**src/design/dss_pkg.sv**
```systemverilog
package dss_pkg;

  // Timebase: 50 MHz clock, 10 us tick
  localparam int CLK_NS = 20;
  localparam int TICK_NS = 10_000;
  localparam int TICK_CYCLES = TICK_NS / CLK_NS;
  localparam int CS_NS = 10_000_000;
  localparam int DS_NS = 100_000_000;
  localparam logic [15:0] TICKS_PER_CS = 16'(CS_NS / TICK_NS);
  localparam logic [15:0] TICKS_PER_DS = 16'(DS_NS / TICK_NS);
  // Ramp times are quoted from zero to 50.00 Hz in 0.01 Hz units
  localparam int RAMP_BASE_UNITS = 5000;
  localparam logic [15:0] RAMP_TICKS_PER_DS =
    16'(DS_NS / TICK_NS / RAMP_BASE_UNITS);
  // S-curve end band: frequency units per 0.1 s of end section
  localparam logic [15:0] CURVE_BAND_PER_DS = 16'h0019;
  localparam logic [1:0] INIT_CYCLES = 2'h3;

  // Register indices (byte address = 4 * index)
  localparam int REG_CNT = 12;
  localparam int IDX_CFG = 0;
  localparam int IDX_START = 1;
  localparam int IDX_BRK_START = 2;
  localparam int IDX_CURRENT = 3;
  localparam int IDX_STOP_BRK = 4;
  localparam int IDX_REVERSE = 5;
  localparam int IDX_WAKE = 6;
  localparam int IDX_DELAY = 7;
  localparam int IDX_CURVE = 8;
  localparam int IDX_RAMP = 9;
  localparam int IDX_LIMIT = 10;
  localparam int IDX_COMM = 11;
  localparam int IDX_STATUS = 12;
  localparam int IDX_FREQ = 13;
  localparam int IDX_LAST = 13;

  // Halves of a paired register
  localparam int LO = 0;
  localparam int HI = 16;

  // Configuration word fields
  localparam int CFG_SRC = 0;
  localparam int CFG_START = 2;
  localparam int CFG_RAMP = 4;
  localparam int CFG_STOP = 5;
  localparam int CFG_REV = 6;
  localparam int CFG_SPDSRC = 8;
  localparam int CFG_LOCK = 9;
  localparam int CFG_LLA = 10;
  localparam int CFG_LLA_DEC = 12;
  localparam int CFG_RESTART = 13;
  localparam int CFG_ZERO = 14;
  // Software command word fields
  localparam int COMM_RUN = 0;
  localparam int COMM_REV = 1;
  localparam int COMM_ESTOP = 2;

  localparam logic [1:0] SRC_KEYPAD = 2'h0;
  localparam logic [1:0] SRC_TERM = 2'h1;
  localparam logic [1:0] SRC_COMM = 2'h2;
  localparam logic [1:0] START_DIRECT = 2'h0;
  localparam logic [1:0] START_BRAKE = 2'h1;
  localparam logic [1:0] START_TRACK = 2'h2;
  localparam logic [1:0] REV_AT_ZERO = 2'h0;
  localparam logic [1:0] REV_AT_START = 2'h1;
  localparam logic [1:0] REV_AT_STOPSPD = 2'h2;
  localparam logic [1:0] LLA_RUN = 2'h0;
  localparam logic [1:0] LLA_SLEEP = 2'h2;
  localparam logic [1:0] ZERO_VOLT = 2'h1;
  localparam logic [1:0] ZERO_BRAKE = 2'h2;

  localparam logic [31:0] RST_VAL [0:REG_CNT-1] = '{
    32'h0000_0140, 32'h0000_0032, 32'h0000_0000, 32'h0000_0000,
    32'h0000_0000, 32'h0032_0000, 32'h000A_0000, 32'h0014_0000,
    32'h0001_0001, 32'h0064_0064, 32'h0000_0000, 32'h0000_0000};

  typedef enum logic [12:0] {
    ST_IDLE = 13'h0001, ST_PWROFF = 13'h0002, ST_PWRWAIT = 13'h0004,
    ST_FAULT = 13'h0008, ST_PREBRAKE = 13'h0010, ST_TRACK = 13'h0020,
    ST_HOLD = 13'h0040, ST_RUN = 13'h0080, ST_DECEL = 13'h0100,
    ST_BRKWAIT = 13'h0200, ST_BRAKE = 13'h0400, ST_DEADZONE = 13'h0800,
    ST_SLEEP = 13'h1000
  } dss_state_t;

endpackage : dss_pkg

```
**src/design/dss_sequencer.sv**
```systemverilog
// Implementation choices: the address map and the APB slave port.
`timescale 1ns/1ps
// Overview of operation
// - Starts on command at power-up, power-cut restart, fault reset.
// - Start mode: 0 direct, 1 after DC brake, 2 after speed tracking.
// - Direct start outputs the start frequency (to 50.00Hz, default 0.50Hz).
// - Start frequency is held for the hold time, up to 50.0 s.
// - DC-brake start injects set current for set time before ramping.
// - Ramp profile: 0 straight line, 1 S-curve with section timing on deceleration only.
// - Deceleration S-curve starting section up to 50.0 s, default 0.1 s.
// - Stop decelerates (0, default) or removes output to coast (1).
// - At brake start frequency, wait the delay, then apply stop brake.
// - Reversal switches at zero, start frequency or stop speed; deadzone.
// - Stop speed threshold compared to set or detected speed.
// - Lockout 0 ignores terminal run held at power-up; 1 acts on it.
// - Below lower limit: run at limit, stop, or sleep; coast or decel.
// - Wake delay applies only when low-limit action is sleep.
// - Automatic power-cut restart only when enabled; disabled by default.
// - Power-cut restart waits the programmed time, default 1.0 s.
// - At zero frequency: no voltage, voltage, or stop brake current.
// - Emergency stop decelerates with its own time, default 2.0 s.
// - Run commands come only from the selected keypad/terminal/comm source.
// - Deceleration S-curve ending section up to 50.0 s, default 0.1 s.
module dss_sequencer #(
  parameter int TICK_CYCLES = dss_pkg::TICK_CYCLES
) (
  input wire logic clk_i,
  input wire logic rst_i,
  input wire logic psel_i,
  input wire logic penable_i,
  input wire logic pwrite_i,
  input wire logic [7:0] paddr_i,
  input wire logic [31:0] pwdata_i,
  output logic [31:0] prdata_o,
  output logic pready_o,
  output logic pslverr_o,
  input wire logic keypad_run_i,
  input wire logic keypad_rev_i,
  input wire logic term_fwd_i,
  input wire logic term_rev_i,
  input wire logic estop_i,
  input wire logic power_ok_i,
  input wire logic fault_i,
  input wire logic fault_reset_i,
  input wire logic [15:0] target_freq_i,
  input wire logic [15:0] speed_i,
  output logic out_enable_o,
  output logic out_dir_o,
  output logic [15:0] out_freq_o,
  output logic dc_brake_o,
  output logic [15:0] dc_current_o,
  output logic running_o
);

  if (TICK_CYCLES < 1 || TICK_CYCLES > 65535) begin : g_chk
    $error("TICK_CYCLES must lie in 1..65535");
  end

  function automatic logic [31:0] scale(input logic [15:0] v,
                                        input logic [15:0] k);
    logic [31:0] p;
    p = {16'h0000, v} * {16'h0000, k};
    return p;
  endfunction : scale

  logic [31:0] regs_reg [0:dss_pkg::REG_CNT-1];
  logic [5:0] sync1_reg;
  logic [5:0] sync2_reg;
  logic [1:0] init_cnt_reg;
  logic block_reg;
  logic [15:0] tick_cnt_reg;
  logic tick_reg;
  logic [31:0] timer_reg;
  logic [31:0] ramp_cnt_reg;
  logic [31:0] hold_cnt_reg;
  logic [15:0] freq_reg;
  logic dir_reg;
  logic estop_lat_reg;
  logic rev_lat_reg;
  logic sleep_lat_reg;
  logic was_run_reg;
  dss_pkg::dss_state_t st_reg;
  dss_pkg::dss_state_t st_next;
  localparam int LO = dss_pkg::LO;
  localparam int HI = dss_pkg::HI;

  logic [31:0] cfg;
  logic kp_run, kp_rev, t_fwd, t_rev, estop_pin, power_ok;
  logic init, run_req, dir_req, estop, below_lim, low_stop, coast;
  logic stop_req, rev_req, at_stop_spd, switch_ok, tm_done, ramp_step;
  logic curve_on, go_sleep, zero_hz;
  logic [15:0] spd, run_tgt, ramp_time;
  logic [31:0] tm_lim, interval;
  dss_pkg::dss_state_t start_st, rest_st;

  assign cfg = regs_reg[dss_pkg::IDX_CFG];
  assign {power_ok, estop_pin, t_rev, t_fwd, kp_rev, kp_run} = sync2_reg;
  assign init = init_cnt_reg != dss_pkg::INIT_CYCLES;

  // Pin synchroniser
  always_ff @(posedge clk_i) begin
    if (rst_i) begin
      sync1_reg <= 6'h00;
      sync2_reg <= 6'h00;
    end else begin
      sync1_reg <= {power_ok_i, estop_i, term_rev_i, term_fwd_i,
                    keypad_rev_i, keypad_run_i};
      sync2_reg <= sync1_reg;
    end
  end

  always_ff @(posedge clk_i) begin
    if (rst_i) begin
      init_cnt_reg <= 2'h0;
    end else if (init) begin
      init_cnt_reg <= init_cnt_reg + 2'h1;
    end
  end

  // Run command source selection
  always_comb begin
    run_req = 1'b0;
    dir_req = 1'b0;
    case (cfg[dss_pkg::CFG_SRC +: 2])
      dss_pkg::SRC_KEYPAD: begin
        run_req = kp_run;
        dir_req = kp_rev;
      end
      dss_pkg::SRC_TERM: begin
        run_req = t_fwd | t_rev;
        dir_req = t_rev & ~t_fwd;
      end
      dss_pkg::SRC_COMM: begin
        run_req = regs_reg[dss_pkg::IDX_COMM][dss_pkg::COMM_RUN];
        dir_req = regs_reg[dss_pkg::IDX_COMM][dss_pkg::COMM_REV];
      end
      default: begin
        run_req = 1'b0;
        dir_req = 1'b0;
      end
    endcase
  end

  // Blocks a terminal run command held over power-up (lockout 0), or any run command held over an unrestarted power cut
  always_ff @(posedge clk_i) begin
    if (rst_i) begin
      block_reg <= 1'b1;
    end else if (init) begin
      block_reg <= run_req && !cfg[dss_pkg::CFG_LOCK] &&
                   cfg[dss_pkg::CFG_SRC +: 2] == dss_pkg::SRC_TERM;
    end else if (!run_req) begin
      block_reg <= 1'b0;
    end else if (st_reg == dss_pkg::ST_PWROFF && power_ok &&
                 st_next == dss_pkg::ST_IDLE) begin
      block_reg <= 1'b1;
    end
  end

  // Fixed timebase tick
  always_ff @(posedge clk_i) begin
    if (rst_i) begin
      tick_cnt_reg <= 16'h0000;
      tick_reg <= 1'b0;
    end else if (tick_cnt_reg == 16'(TICK_CYCLES - 1)) begin
      tick_cnt_reg <= 16'h0000;
      tick_reg <= 1'b1;
    end else begin
      tick_cnt_reg <= tick_cnt_reg + 16'h0001;
      tick_reg <= 1'b0;
    end
  end

  assign estop = estop_pin |
                 regs_reg[dss_pkg::IDX_COMM][dss_pkg::COMM_ESTOP];
  assign below_lim = target_freq_i < regs_reg[dss_pkg::IDX_LIMIT][15:0];
  assign low_stop = below_lim &&
                    cfg[dss_pkg::CFG_LLA +: 2] != dss_pkg::LLA_RUN;
  assign run_tgt = below_lim ? regs_reg[dss_pkg::IDX_LIMIT][15:0] :
                   target_freq_i;
  assign stop_req = !run_req || block_reg || estop || low_stop;
  assign coast = !estop && (low_stop && run_req && !block_reg ?
                 !cfg[dss_pkg::CFG_LLA_DEC] : cfg[dss_pkg::CFG_STOP]);
  assign go_sleep = low_stop && run_req && !block_reg && !estop &&
                    cfg[dss_pkg::CFG_LLA +: 2] == dss_pkg::LLA_SLEEP;
  assign rev_req = run_req && !block_reg && dir_req != dir_reg;
  assign spd = cfg[dss_pkg::CFG_SPDSRC] ? speed_i : freq_reg;
  assign at_stop_spd = spd <= regs_reg[dss_pkg::IDX_REVERSE][HI +: 16];
  assign zero_hz = freq_reg == 16'h0000;

  always_comb begin
    case (cfg[dss_pkg::CFG_START +: 2])
      dss_pkg::START_BRAKE: start_st = dss_pkg::ST_PREBRAKE;
      dss_pkg::START_TRACK: start_st = dss_pkg::ST_TRACK;
      default: start_st = dss_pkg::ST_HOLD;
    endcase
    rest_st = sleep_lat_reg ? dss_pkg::ST_SLEEP : dss_pkg::ST_IDLE;
    case (cfg[dss_pkg::CFG_REV +: 2])
      dss_pkg::REV_AT_ZERO: switch_ok = zero_hz;
      dss_pkg::REV_AT_START:
        switch_ok = freq_reg <= regs_reg[dss_pkg::IDX_START][LO +: 16];
      dss_pkg::REV_AT_STOPSPD: switch_ok = at_stop_spd && hold_cnt_reg >=
        scale(regs_reg[dss_pkg::IDX_DELAY][LO +: 16], dss_pkg::TICKS_PER_DS);
      default: switch_ok = zero_hz;
    endcase
  end

  // Time limit of the current state
  always_comb begin
    case (st_reg)
      dss_pkg::ST_PWRWAIT: tm_lim = scale(regs_reg[dss_pkg::IDX_WAKE]
        [HI +: 16], dss_pkg::TICKS_PER_DS);
      dss_pkg::ST_PREBRAKE: tm_lim = scale(regs_reg[dss_pkg::IDX_BRK_START]
        [LO +: 16], dss_pkg::TICKS_PER_CS);
      dss_pkg::ST_HOLD: tm_lim = scale(regs_reg[dss_pkg::IDX_START]
        [HI +: 16], dss_pkg::TICKS_PER_DS);
      dss_pkg::ST_BRKWAIT: tm_lim = scale(regs_reg[dss_pkg::IDX_STOP_BRK]
        [LO +: 16], dss_pkg::TICKS_PER_CS);
      dss_pkg::ST_BRAKE: tm_lim = scale(regs_reg[dss_pkg::IDX_STOP_BRK]
        [HI +: 16], dss_pkg::TICKS_PER_CS);
      dss_pkg::ST_DEADZONE: tm_lim = scale(regs_reg[dss_pkg::IDX_REVERSE]
        [LO +: 16], dss_pkg::TICKS_PER_DS);
      dss_pkg::ST_SLEEP: tm_lim = scale(regs_reg[dss_pkg::IDX_WAKE]
        [LO +: 16], dss_pkg::TICKS_PER_DS);
      default: tm_lim = 32'h0000_0000;
    endcase
  end
  assign tm_done = timer_reg >= tm_lim;

  // Ramp rate, halved inside the S-curve sections
  always_comb begin
    if (st_reg == dss_pkg::ST_DECEL && estop_lat_reg) begin
      ramp_time = regs_reg[dss_pkg::IDX_DELAY][HI +: 16];
    end else if (st_reg == dss_pkg::ST_DECEL || freq_reg > run_tgt) begin
      ramp_time = regs_reg[dss_pkg::IDX_RAMP][HI +: 16];
    end else begin
      ramp_time = regs_reg[dss_pkg::IDX_RAMP][LO +: 16];
    end
    curve_on = cfg[dss_pkg::CFG_RAMP] && st_reg == dss_pkg::ST_DECEL &&
      (timer_reg < scale(regs_reg[dss_pkg::IDX_CURVE][LO +: 16],
                         dss_pkg::TICKS_PER_DS) ||
       32'(freq_reg) <= scale(regs_reg[dss_pkg::IDX_CURVE][HI +: 16],
                              dss_pkg::CURVE_BAND_PER_DS));
    interval = scale(ramp_time, dss_pkg::RAMP_TICKS_PER_DS);
    if (curve_on) begin
      interval = {interval[30:0], 1'b0};
    end
  end
  assign ramp_step = tick_reg && ramp_cnt_reg >= interval;

  // Sequencer
  always_comb begin
    st_next = st_reg;
    if (init) begin
      st_next = dss_pkg::ST_IDLE;
    end else if (!power_ok) begin
      st_next = dss_pkg::ST_PWROFF;
    end else if (fault_i && st_reg != dss_pkg::ST_PWROFF) begin
      st_next = dss_pkg::ST_FAULT;
    end else begin
      case (st_reg)
        dss_pkg::ST_IDLE:
          if (!stop_req) st_next = start_st;
        dss_pkg::ST_PWROFF:
          if (cfg[dss_pkg::CFG_RESTART] && was_run_reg) begin
            st_next = dss_pkg::ST_PWRWAIT;
          end else begin
            st_next = dss_pkg::ST_IDLE;
          end
        dss_pkg::ST_PWRWAIT:
          if (tm_done) st_next = start_st;
        dss_pkg::ST_FAULT:
          if (fault_reset_i) begin
            st_next = stop_req ? dss_pkg::ST_IDLE : start_st;
          end
        dss_pkg::ST_PREBRAKE:
          if (stop_req) begin
            st_next = dss_pkg::ST_IDLE;
          end else if (tm_done) begin
            st_next = dss_pkg::ST_HOLD;
          end
        dss_pkg::ST_TRACK: st_next = dss_pkg::ST_RUN;
        dss_pkg::ST_HOLD, dss_pkg::ST_RUN:
          if (stop_req && coast) begin
            st_next = go_sleep ? dss_pkg::ST_SLEEP : dss_pkg::ST_IDLE;
          end else if (stop_req || rev_req) begin
            st_next = dss_pkg::ST_DECEL;
          end else if (st_reg == dss_pkg::ST_HOLD && tm_done) begin
            st_next = dss_pkg::ST_RUN;
          end
        dss_pkg::ST_DECEL:
          if (rev_lat_reg) begin
            if (switch_ok) st_next = dss_pkg::ST_DEADZONE;
          end else if (!stop_req && !estop_lat_reg) begin
            st_next = dss_pkg::ST_RUN;
          end else if (freq_reg <=
                       regs_reg[dss_pkg::IDX_BRK_START][HI +: 16]) begin
            st_next = dss_pkg::ST_BRKWAIT;
          end
        dss_pkg::ST_BRKWAIT:
          if (tm_done) st_next = dss_pkg::ST_BRAKE;
        dss_pkg::ST_BRAKE:
          if (tm_done) st_next = rest_st;
        dss_pkg::ST_DEADZONE:
          if (tm_done) st_next = dss_pkg::ST_HOLD;
        dss_pkg::ST_SLEEP:
          if (!run_req || block_reg || estop) begin
            st_next = dss_pkg::ST_IDLE;
          end else if (!below_lim && tm_done) begin
            st_next = start_st;
          end
        default: st_next = dss_pkg::ST_IDLE;
      endcase
    end
  end

  always_ff @(posedge clk_i) begin
    if (rst_i) begin
      st_reg <= dss_pkg::ST_IDLE;
    end else begin
      st_reg <= st_next;
    end
  end

  // State timers
  always_ff @(posedge clk_i) begin
    if (rst_i) begin
      timer_reg <= 32'h0000_0000;
      ramp_cnt_reg <= 32'h0000_0000;
      hold_cnt_reg <= 32'h0000_0000;
    end else begin
      if (st_next != st_reg ||
          (st_reg == dss_pkg::ST_SLEEP && below_lim)) begin
        timer_reg <= 32'h0000_0000;
      end else if (tick_reg && timer_reg != 32'hFFFF_FFFF) begin
        timer_reg <= timer_reg + 32'h0000_0001;
      end
      if (st_next != st_reg || ramp_step) begin
        ramp_cnt_reg <= 32'h0000_0000;
      end else if (tick_reg) begin
        ramp_cnt_reg <= ramp_cnt_reg + 32'h0000_0001;
      end
      if (st_reg != dss_pkg::ST_DECEL || !at_stop_spd) begin
        hold_cnt_reg <= 32'h0000_0000;
      end else if (tick_reg && hold_cnt_reg != 32'hFFFF_FFFF) begin
        hold_cnt_reg <= hold_cnt_reg + 32'h0000_0001;
      end
    end
  end

  // Stop context and direction
  always_ff @(posedge clk_i) begin
    if (rst_i) begin
      estop_lat_reg <= 1'b0;
      rev_lat_reg <= 1'b0;
      sleep_lat_reg <= 1'b0;
      was_run_reg <= 1'b0;
      dir_reg <= 1'b0;
    end else begin
      if (st_next == dss_pkg::ST_DECEL && st_reg != dss_pkg::ST_DECEL) begin
        estop_lat_reg <= estop;
        rev_lat_reg <= !stop_req && rev_req;
        sleep_lat_reg <= go_sleep;
      end else if (st_next != dss_pkg::ST_DECEL) begin
        estop_lat_reg <= 1'b0;
        rev_lat_reg <= 1'b0;
      end
      if (st_next == dss_pkg::ST_IDLE) begin
        sleep_lat_reg <= 1'b0;
      end
      if (st_next == dss_pkg::ST_PWROFF && st_reg != dss_pkg::ST_PWROFF) begin
        was_run_reg <= running_o;
      end
      if (st_next == start_st && st_reg != start_st &&
          st_reg != dss_pkg::ST_PWRWAIT) begin
        dir_reg <= dir_req;
      end else if (st_reg == dss_pkg::ST_DEADZONE &&
                   st_next == dss_pkg::ST_HOLD) begin
        dir_reg <= dir_req;
      end
    end
  end

  // Output frequency
  always_ff @(posedge clk_i) begin
    if (rst_i) begin
      freq_reg <= 16'h0000;
    end else begin
      case (st_next)
        dss_pkg::ST_HOLD:
          freq_reg <= regs_reg[dss_pkg::IDX_START][LO +: 16];
        dss_pkg::ST_RUN:
          if (st_reg == dss_pkg::ST_TRACK) begin
            freq_reg <= speed_i;
          end else if (ramp_step && freq_reg < run_tgt) begin
            freq_reg <= freq_reg + 16'h0001;
          end else if (ramp_step && freq_reg > run_tgt) begin
            freq_reg <= freq_reg - 16'h0001;
          end
        dss_pkg::ST_DECEL:
          if (ramp_step && !zero_hz) freq_reg <= freq_reg - 16'h0001;
        default: freq_reg <= 16'h0000;
      endcase
    end
  end

  // Power stage drive
  always_ff @(posedge clk_i) begin
    if (rst_i) begin
      out_enable_o <= 1'b0;
      out_dir_o <= 1'b0;
      out_freq_o <= 16'h0000;
      dc_brake_o <= 1'b0;
      dc_current_o <= 16'h0000;
      running_o <= 1'b0;
    end else begin
      out_dir_o <= dir_reg;
      out_freq_o <= freq_reg;
      running_o <= (st_reg & (dss_pkg::ST_PREBRAKE | dss_pkg::ST_TRACK |
        dss_pkg::ST_HOLD | dss_pkg::ST_RUN | dss_pkg::ST_DECEL |
        dss_pkg::ST_BRKWAIT | dss_pkg::ST_BRAKE |
        dss_pkg::ST_DEADZONE)) != 13'h0000;
      out_enable_o <= 1'b0;
      dc_brake_o <= 1'b0;
      dc_current_o <= 16'h0000;
      case (st_reg)
        dss_pkg::ST_PREBRAKE: begin
          out_enable_o <= 1'b1;
          dc_brake_o <= 1'b1;
          dc_current_o <= regs_reg[dss_pkg::IDX_CURRENT][LO +: 16];
        end
        dss_pkg::ST_BRAKE: begin
          out_enable_o <= 1'b1;
          dc_brake_o <= 1'b1;
          dc_current_o <= regs_reg[dss_pkg::IDX_CURRENT][HI +: 16];
        end
        dss_pkg::ST_HOLD, dss_pkg::ST_RUN:
          if (!zero_hz) begin
            out_enable_o <= 1'b1;
          end else if (cfg[dss_pkg::CFG_ZERO +: 2] == dss_pkg::ZERO_VOLT) begin
            out_enable_o <= 1'b1;
          end else if (cfg[dss_pkg::CFG_ZERO +: 2] ==
                       dss_pkg::ZERO_BRAKE) begin
            out_enable_o <= 1'b1;
            dc_brake_o <= 1'b1;
            dc_current_o <= regs_reg[dss_pkg::IDX_CURRENT][HI +: 16];
          end
        dss_pkg::ST_TRACK, dss_pkg::ST_DECEL: out_enable_o <= 1'b1;
        default: out_enable_o <= 1'b0;
      endcase
    end
  end

  // APB slave: one wait-free access phase, answer registered in setup
  logic [3:0] idx;
  logic mapped;
  assign idx = paddr_i[5:2];
  assign mapped = paddr_i[1:0] == 2'h0 && paddr_i[7:6] == 2'h0 &&
                  int'(idx) <= dss_pkg::IDX_LAST;

  always_ff @(posedge clk_i) begin
    if (rst_i) begin
      pready_o <= 1'b0;
      pslverr_o <= 1'b0;
      prdata_o <= 32'h0000_0000;
    end else begin
      pready_o <= psel_i && !penable_i;
      pslverr_o <= psel_i && !penable_i && !mapped;
      if (psel_i && !penable_i) begin
        if (!mapped || pwrite_i) begin
          prdata_o <= 32'h0000_0000;
        end else if (int'(idx) == dss_pkg::IDX_STATUS) begin
          prdata_o <= {16'h0000, block_reg, dc_brake_o, out_enable_o,
                       st_reg};
        end else if (int'(idx) == dss_pkg::IDX_FREQ) begin
          prdata_o <= {dir_reg, 15'h0000, freq_reg};
        end else begin
          prdata_o <= regs_reg[idx];
        end
      end
    end
  end

  always_ff @(posedge clk_i) begin
    if (rst_i) begin
      regs_reg <= dss_pkg::RST_VAL;
    end else if (psel_i && penable_i && pready_o && pwrite_i && mapped &&
                 int'(idx) < dss_pkg::REG_CNT) begin
      regs_reg[idx] <= pwdata_i;
    end
  end

endmodule : dss_sequencer

```
**config.mk**
```make
export PLATFORM = sky130hd
export DESIGN_NAME = dss_sequencer
export DESIGN_NICKNAME = d
export VERILOG_FILES = /design/src/design/dss_pkg.sv /design/src/design/dss_sequencer.sv
export SDC_FILE = /design/constraint.sdc
export NUM_CORES = 2
export LEC_CHECK = 0
export ABC_AREA = 0
export BUFFER_PORTS_ARGS = -buffer_cell sky130_fd_sc_hd__buf_2
export CORE_MARGIN = 1.5
export CORE_UTILIZATION = 63
export DETAILED_ROUTE_END_ITERATION = 12
export PLACE_DENSITY_LB_ADDON = 0.25
export SETUP_SLACK_MARGIN = 0.3
export SLEW_MARGIN = 30
export SYNTH_ARGS = -nofsm -noshare
export SYNTH_HDL_FRONTEND = slang
export SYNTH_SLANG_ARGS = --single-unit
```
**constraint.sdc**
```tcl
create_clock -name clk_i -period 11.8 [get_ports clk_i]
set_input_delay 1.18 -clock clk_i [delete_from_list [all_inputs] [get_ports clk_i]]
set_output_delay 1.18 -clock clk_i [all_outputs]
set_load 0.02 [all_outputs]
```
==> results.sh <==
export IMPL_timing_critical_path_to="freq_reg[1]"
export IMPL_numCtsBuffers=71
export IMPL_hold_viol=0
export IMPL_cts_buffer_depth=3
export IMPL_worst_r2r_setup_slack_ns=0.89
export IMPL_cp_end_kind="register"
export IMPL_place_congestion=1.124
export IMPL_depth_of_the_cts_h_tree=3
export IMPL_critPathLaunch="regs_reg[101]"
export IMPL_cp_data_required_time_ns=12.31
export IMPL_floorplan_die_height_um=308.2
export IMPL_synth_edf_count=0
export IMPL_critical_path_startpoint_type="register"
export IMPL_fin_util_pct=68.66
export IMPL_pwr_share_seq_pct=44.8
export IMPL_syn_mean_instance_area_um2=8.337
export IMPL_fin_total_pwr_uw=4668
export IMPL_power_static_leakage_uw=0.02889
export IMPL_synthDistinctLibCells=87
export IMPL_worst_path_most_repeated_cell="ha_1"
export IMPL_syn2layout_area_growth_pct=7.577
export IMPL_max_cap_check_violation_count=0
export IMPL_drt_iter0_markers=6399
export IMPL_crit_reg2reg_launch="regs_reg[101]"
export IMPL_clk_pin_slew_ns=0.06
export IMPL_final_min_period_over_clock_period_pct=92.47
export IMPL_rsz_0062_raised_after_global_routing="false"
export IMPL_grt_first_pass_wirelength_um=302200
export IMPL_antenna_found_initial=8
export IMPL_p_int_uw=3485
export IMPL_num_nets_final=8354
export IMPL_grt_max_degree=97
export IMPL_holdBufCountCts=0
export IMPL_critPathKind="register to register"
export IMPL_first_pass_iters=12
export IMPL_met1_usage_pct=54.21
export IMPL_placement_rows=111
export IMPL_yosys_area_share_xor_xnor_pct=4.477
export IMPL_grt_met2_usage_pct=62.23
export IMPL_asyncSetResetFlopFracSynth_pct=0
export IMPL_grt_pass1_vias=50070
export IMPL_drv_slew=0
export IMPL_power_switching_uw=1183
export IMPL_ir_worst_vdd_v=0.0001106
export IMPL_grt_total_usage_pct=42.30
export IMPL_drt_total_wl_um=201500
export IMPL_critPathMaxStageDelay_ns=0.78
export IMPL_detail_route_drc_violations=0
export IMPL_cp_arrival_ns=11.42
export IMPL_period_minus_slack_ns=10.91
export IMPL_globalRoute_totalOverflow=0
export IMPL_final_common_cell="inv_1"
export IMPL_clock_fmax_mhz=91.65
export IMPL_setup_viol_count_final=0
export IMPL_r2r_end="freq_reg[1]"
export IMPL_grt_most_used_layer="met2"
export IMPL_insertion_delay_ns=0.68
export IMPL_synth_seq_area_share_pct=21.01
export IMPL_cts_tree="built"
export IMPL_full_die_area_um2=94990
export IMPL_core_um2=91940
export IMPL_port_buffers=154
export IMPL_post_synth_inst_count=7039
export IMPL_detail_route_wl_per_cell_um=24.13
export IMPL_clock_root_buffer="clkbuf_16"
export IMPL_synthSimpleGateAreaFrac_pct=15.89
export IMPL_largest_reg_flops=352
export IMPL_syn_nets=8343
export IMPL_place_detailed_hpwl_um=157600
export IMPL_headroom_to_the_max_slew_limit_pct=27.93
export IMPL_worst_slew_pin_transition_ns=1.081
export IMPL_power_share_combinational_pct=5.3
export IMPL_routed_via_density=6.281
export IMPL_synth_flop_cell="dfxtp_1"
export IMPL_fillers=7588
export IMPL_synth_warning_count=0
export IMPL_max_stage_delay_cell_worst_path="a2111oi_0"
export IMPL_ys_seq_elements=616
export IMPL_initial_core_utilization_pct=63.83
export IMPL_num_io_pins=155
export IMPL_synth_adder_area_share_pct=30.89
export IMPL_worstHoldPathType="register to register"
export IMPL_dr_total_vias=52440
export IMPL_synth_compound_area_share_pct=13.52
export IMPL_finClkSkew_ns=0.04255
export IMPL_synth_mux_area_share_pct=5.490
export IMPL_power_clock_fraction_pct=49.9
export IMPL_synth_area_um2=58680
export IMPL_die_width_um=308.2
export IMPL_timing_hold_ws_ns=0.4385
export IMPL_final_layout_size_suffix_gt1_share_pct=7.576
export IMPL_ant_nets=0
export IMPL_worst_hold_path_num_cells=1
export IMPL_numClockSinks=616
export IMPL_run_status="finished clean"
export IMPL_met3_usage_pct=14.08
export IMPL_layout_cells_most_common_list="1053 x inv_1, 1036 x nand2_1, 836 x ha_1, 616 x dfxtp_1, 602 x a21oi_1"
export IMPL_net_switching_fraction_of_the_power_pct=25.34
export IMPL_timing_setup_tns_ns=0
export IMPL_power_density_nw_per_um2=73.95
export IMPL_reg2reg_depth=40
export IMPL_synth_top_family_by_area="adder cells"
export IMPL_critical_path_peak_fanout=15
[kinds of logic after synthesis]
logic type / Yosys count
adder cells (fa/ha/maj): 1219
buffers and inverters: 1358
XOR/XNOR: 300
AO/OA/AOI/OAI: 1283
flip-flops: 616
AND/OR/NAND/NOR: 2072
multiplexers: 191
[per-layer routing]
layer	part of all wire (%)	up-vias
met5	0.17	-
met4	7.1	14
met3	13	768
met2	42	2998
met1	38	24920
li1	-	23740
[cells in the mapped netlist, types with 22 or more instances]
cell type  count  area share [%]
nand2b_1      32            0.34
and3_1        73            0.78
nor2_1       369             2.4
nand3_1      143             1.2
fa_1         383              13
o211ai_1      36            0.46
mux2i_1       71             1.2
nor4_1        35            0.37
a22oi_1       45            0.58
inv_1       1053             6.7
a31oi_1       26            0.28
a21oi_1      602             5.1
o21a_1        35            0.45
and2_1        23            0.25
a21o_1        56            0.72
dfxtp_1      616              21
or3_1         44            0.47
nand4_1       62            0.66
xor2_1       151             2.3
nor2b_1       70            0.75
a211oi_1      37            0.47
o31ai_1       22            0.28
o21ai_0      177             1.5
ha_1         836              18
mux4_2       103             4.0
xnor2_1      149             2.2
clkbuf_1     268             1.7
nor3_1       101            0.86
nand2_1     1037             6.6
a221oi_1      41            0.61
[stage by stage]
stage / setup WS, ns / instances / area (um^2)
2_1_floorplan: 2.543 / 7039 / 58680
3_3_place_gp: 1.317 / 8217 / 60620
3_5_place_dp: 1.041 / 8218 / 60640
4_1_cts: 0.9652 / 8342 / 63050
5_1_grt: 0.3323 / 8344 / 63120
6_report: 0.8884 / 8349 / 63130
[timing repair]
action                                  in CTS  in global routing
gates resized for setup                      0                  1
endpoints found under the setup margin       0                 15
setup buffers                                0                  0
[power by group through the flow]
stage	Combinational, uW	Sequential [uW]	Clock, uW
3_5_place_dp	236	2140	0
3_3_place_gp	235	2140	0
5_1_grt	256	2090	2420
6_report	248	2090	2330
4_1_cts	237	2090	2340
2_1_floorplan	146	2130	0
[worst max-delay path, delay by kind of cell, from the launching register on]
| kind | cells | cell delay (ns) |
|---|---|---|
| AND/OR/NAND/NOR | 6 | 1.01 |
| AO/OA/AOI/OAI | 18 | 5.14 |
| multiplexers | 1 | 0.21 |
| XOR/XNOR | 1 | 0.18 |
| flip-flops | 1 | 0.55 |
| adder cells (fa/ha/maj) | 8 | 2.93 |
| buffers and inverters | 6 | 0.67 |
[final cells by class]
| type | count | area (um^2) | area share [%] |
|---|---|---|---|
| Multi-Input combinational cell | 5065 | 41380 | 65.55 |
| Sequential cell | 616 | 12330 | 19.53 |
| Inverter | 1053 | 3953 | 6.261 |
| Clock buffer | 92 | 1937 | 3.068 |
| Tap cell | 1243 | 1555 | 2.464 |
| Timing Repair Buffer | 243 | 1485 | 2.353 |
| Clock inverter | 32 | 474.2 | 0.7512 |
| Antenna cell | 5 | 12.51 | 0.01982 |
[how the worst min path moves through the flow]
stage,from,end
6_report,sync1_reg[4],sync2_reg[4]
4_1_cts,sync1_reg[1],sync2_reg[1]
3_5_place_dp,sync1_reg[1],sync2_reg[1]
3_3_place_gp,sync1_reg[2],sync2_reg[2]
5_1_grt,sync1_reg[4],sync2_reg[4]
2_1_floorplan,sync1_reg[0],sync2_reg[0]
No activity file was read; power rests on OpenSTA's default activity.
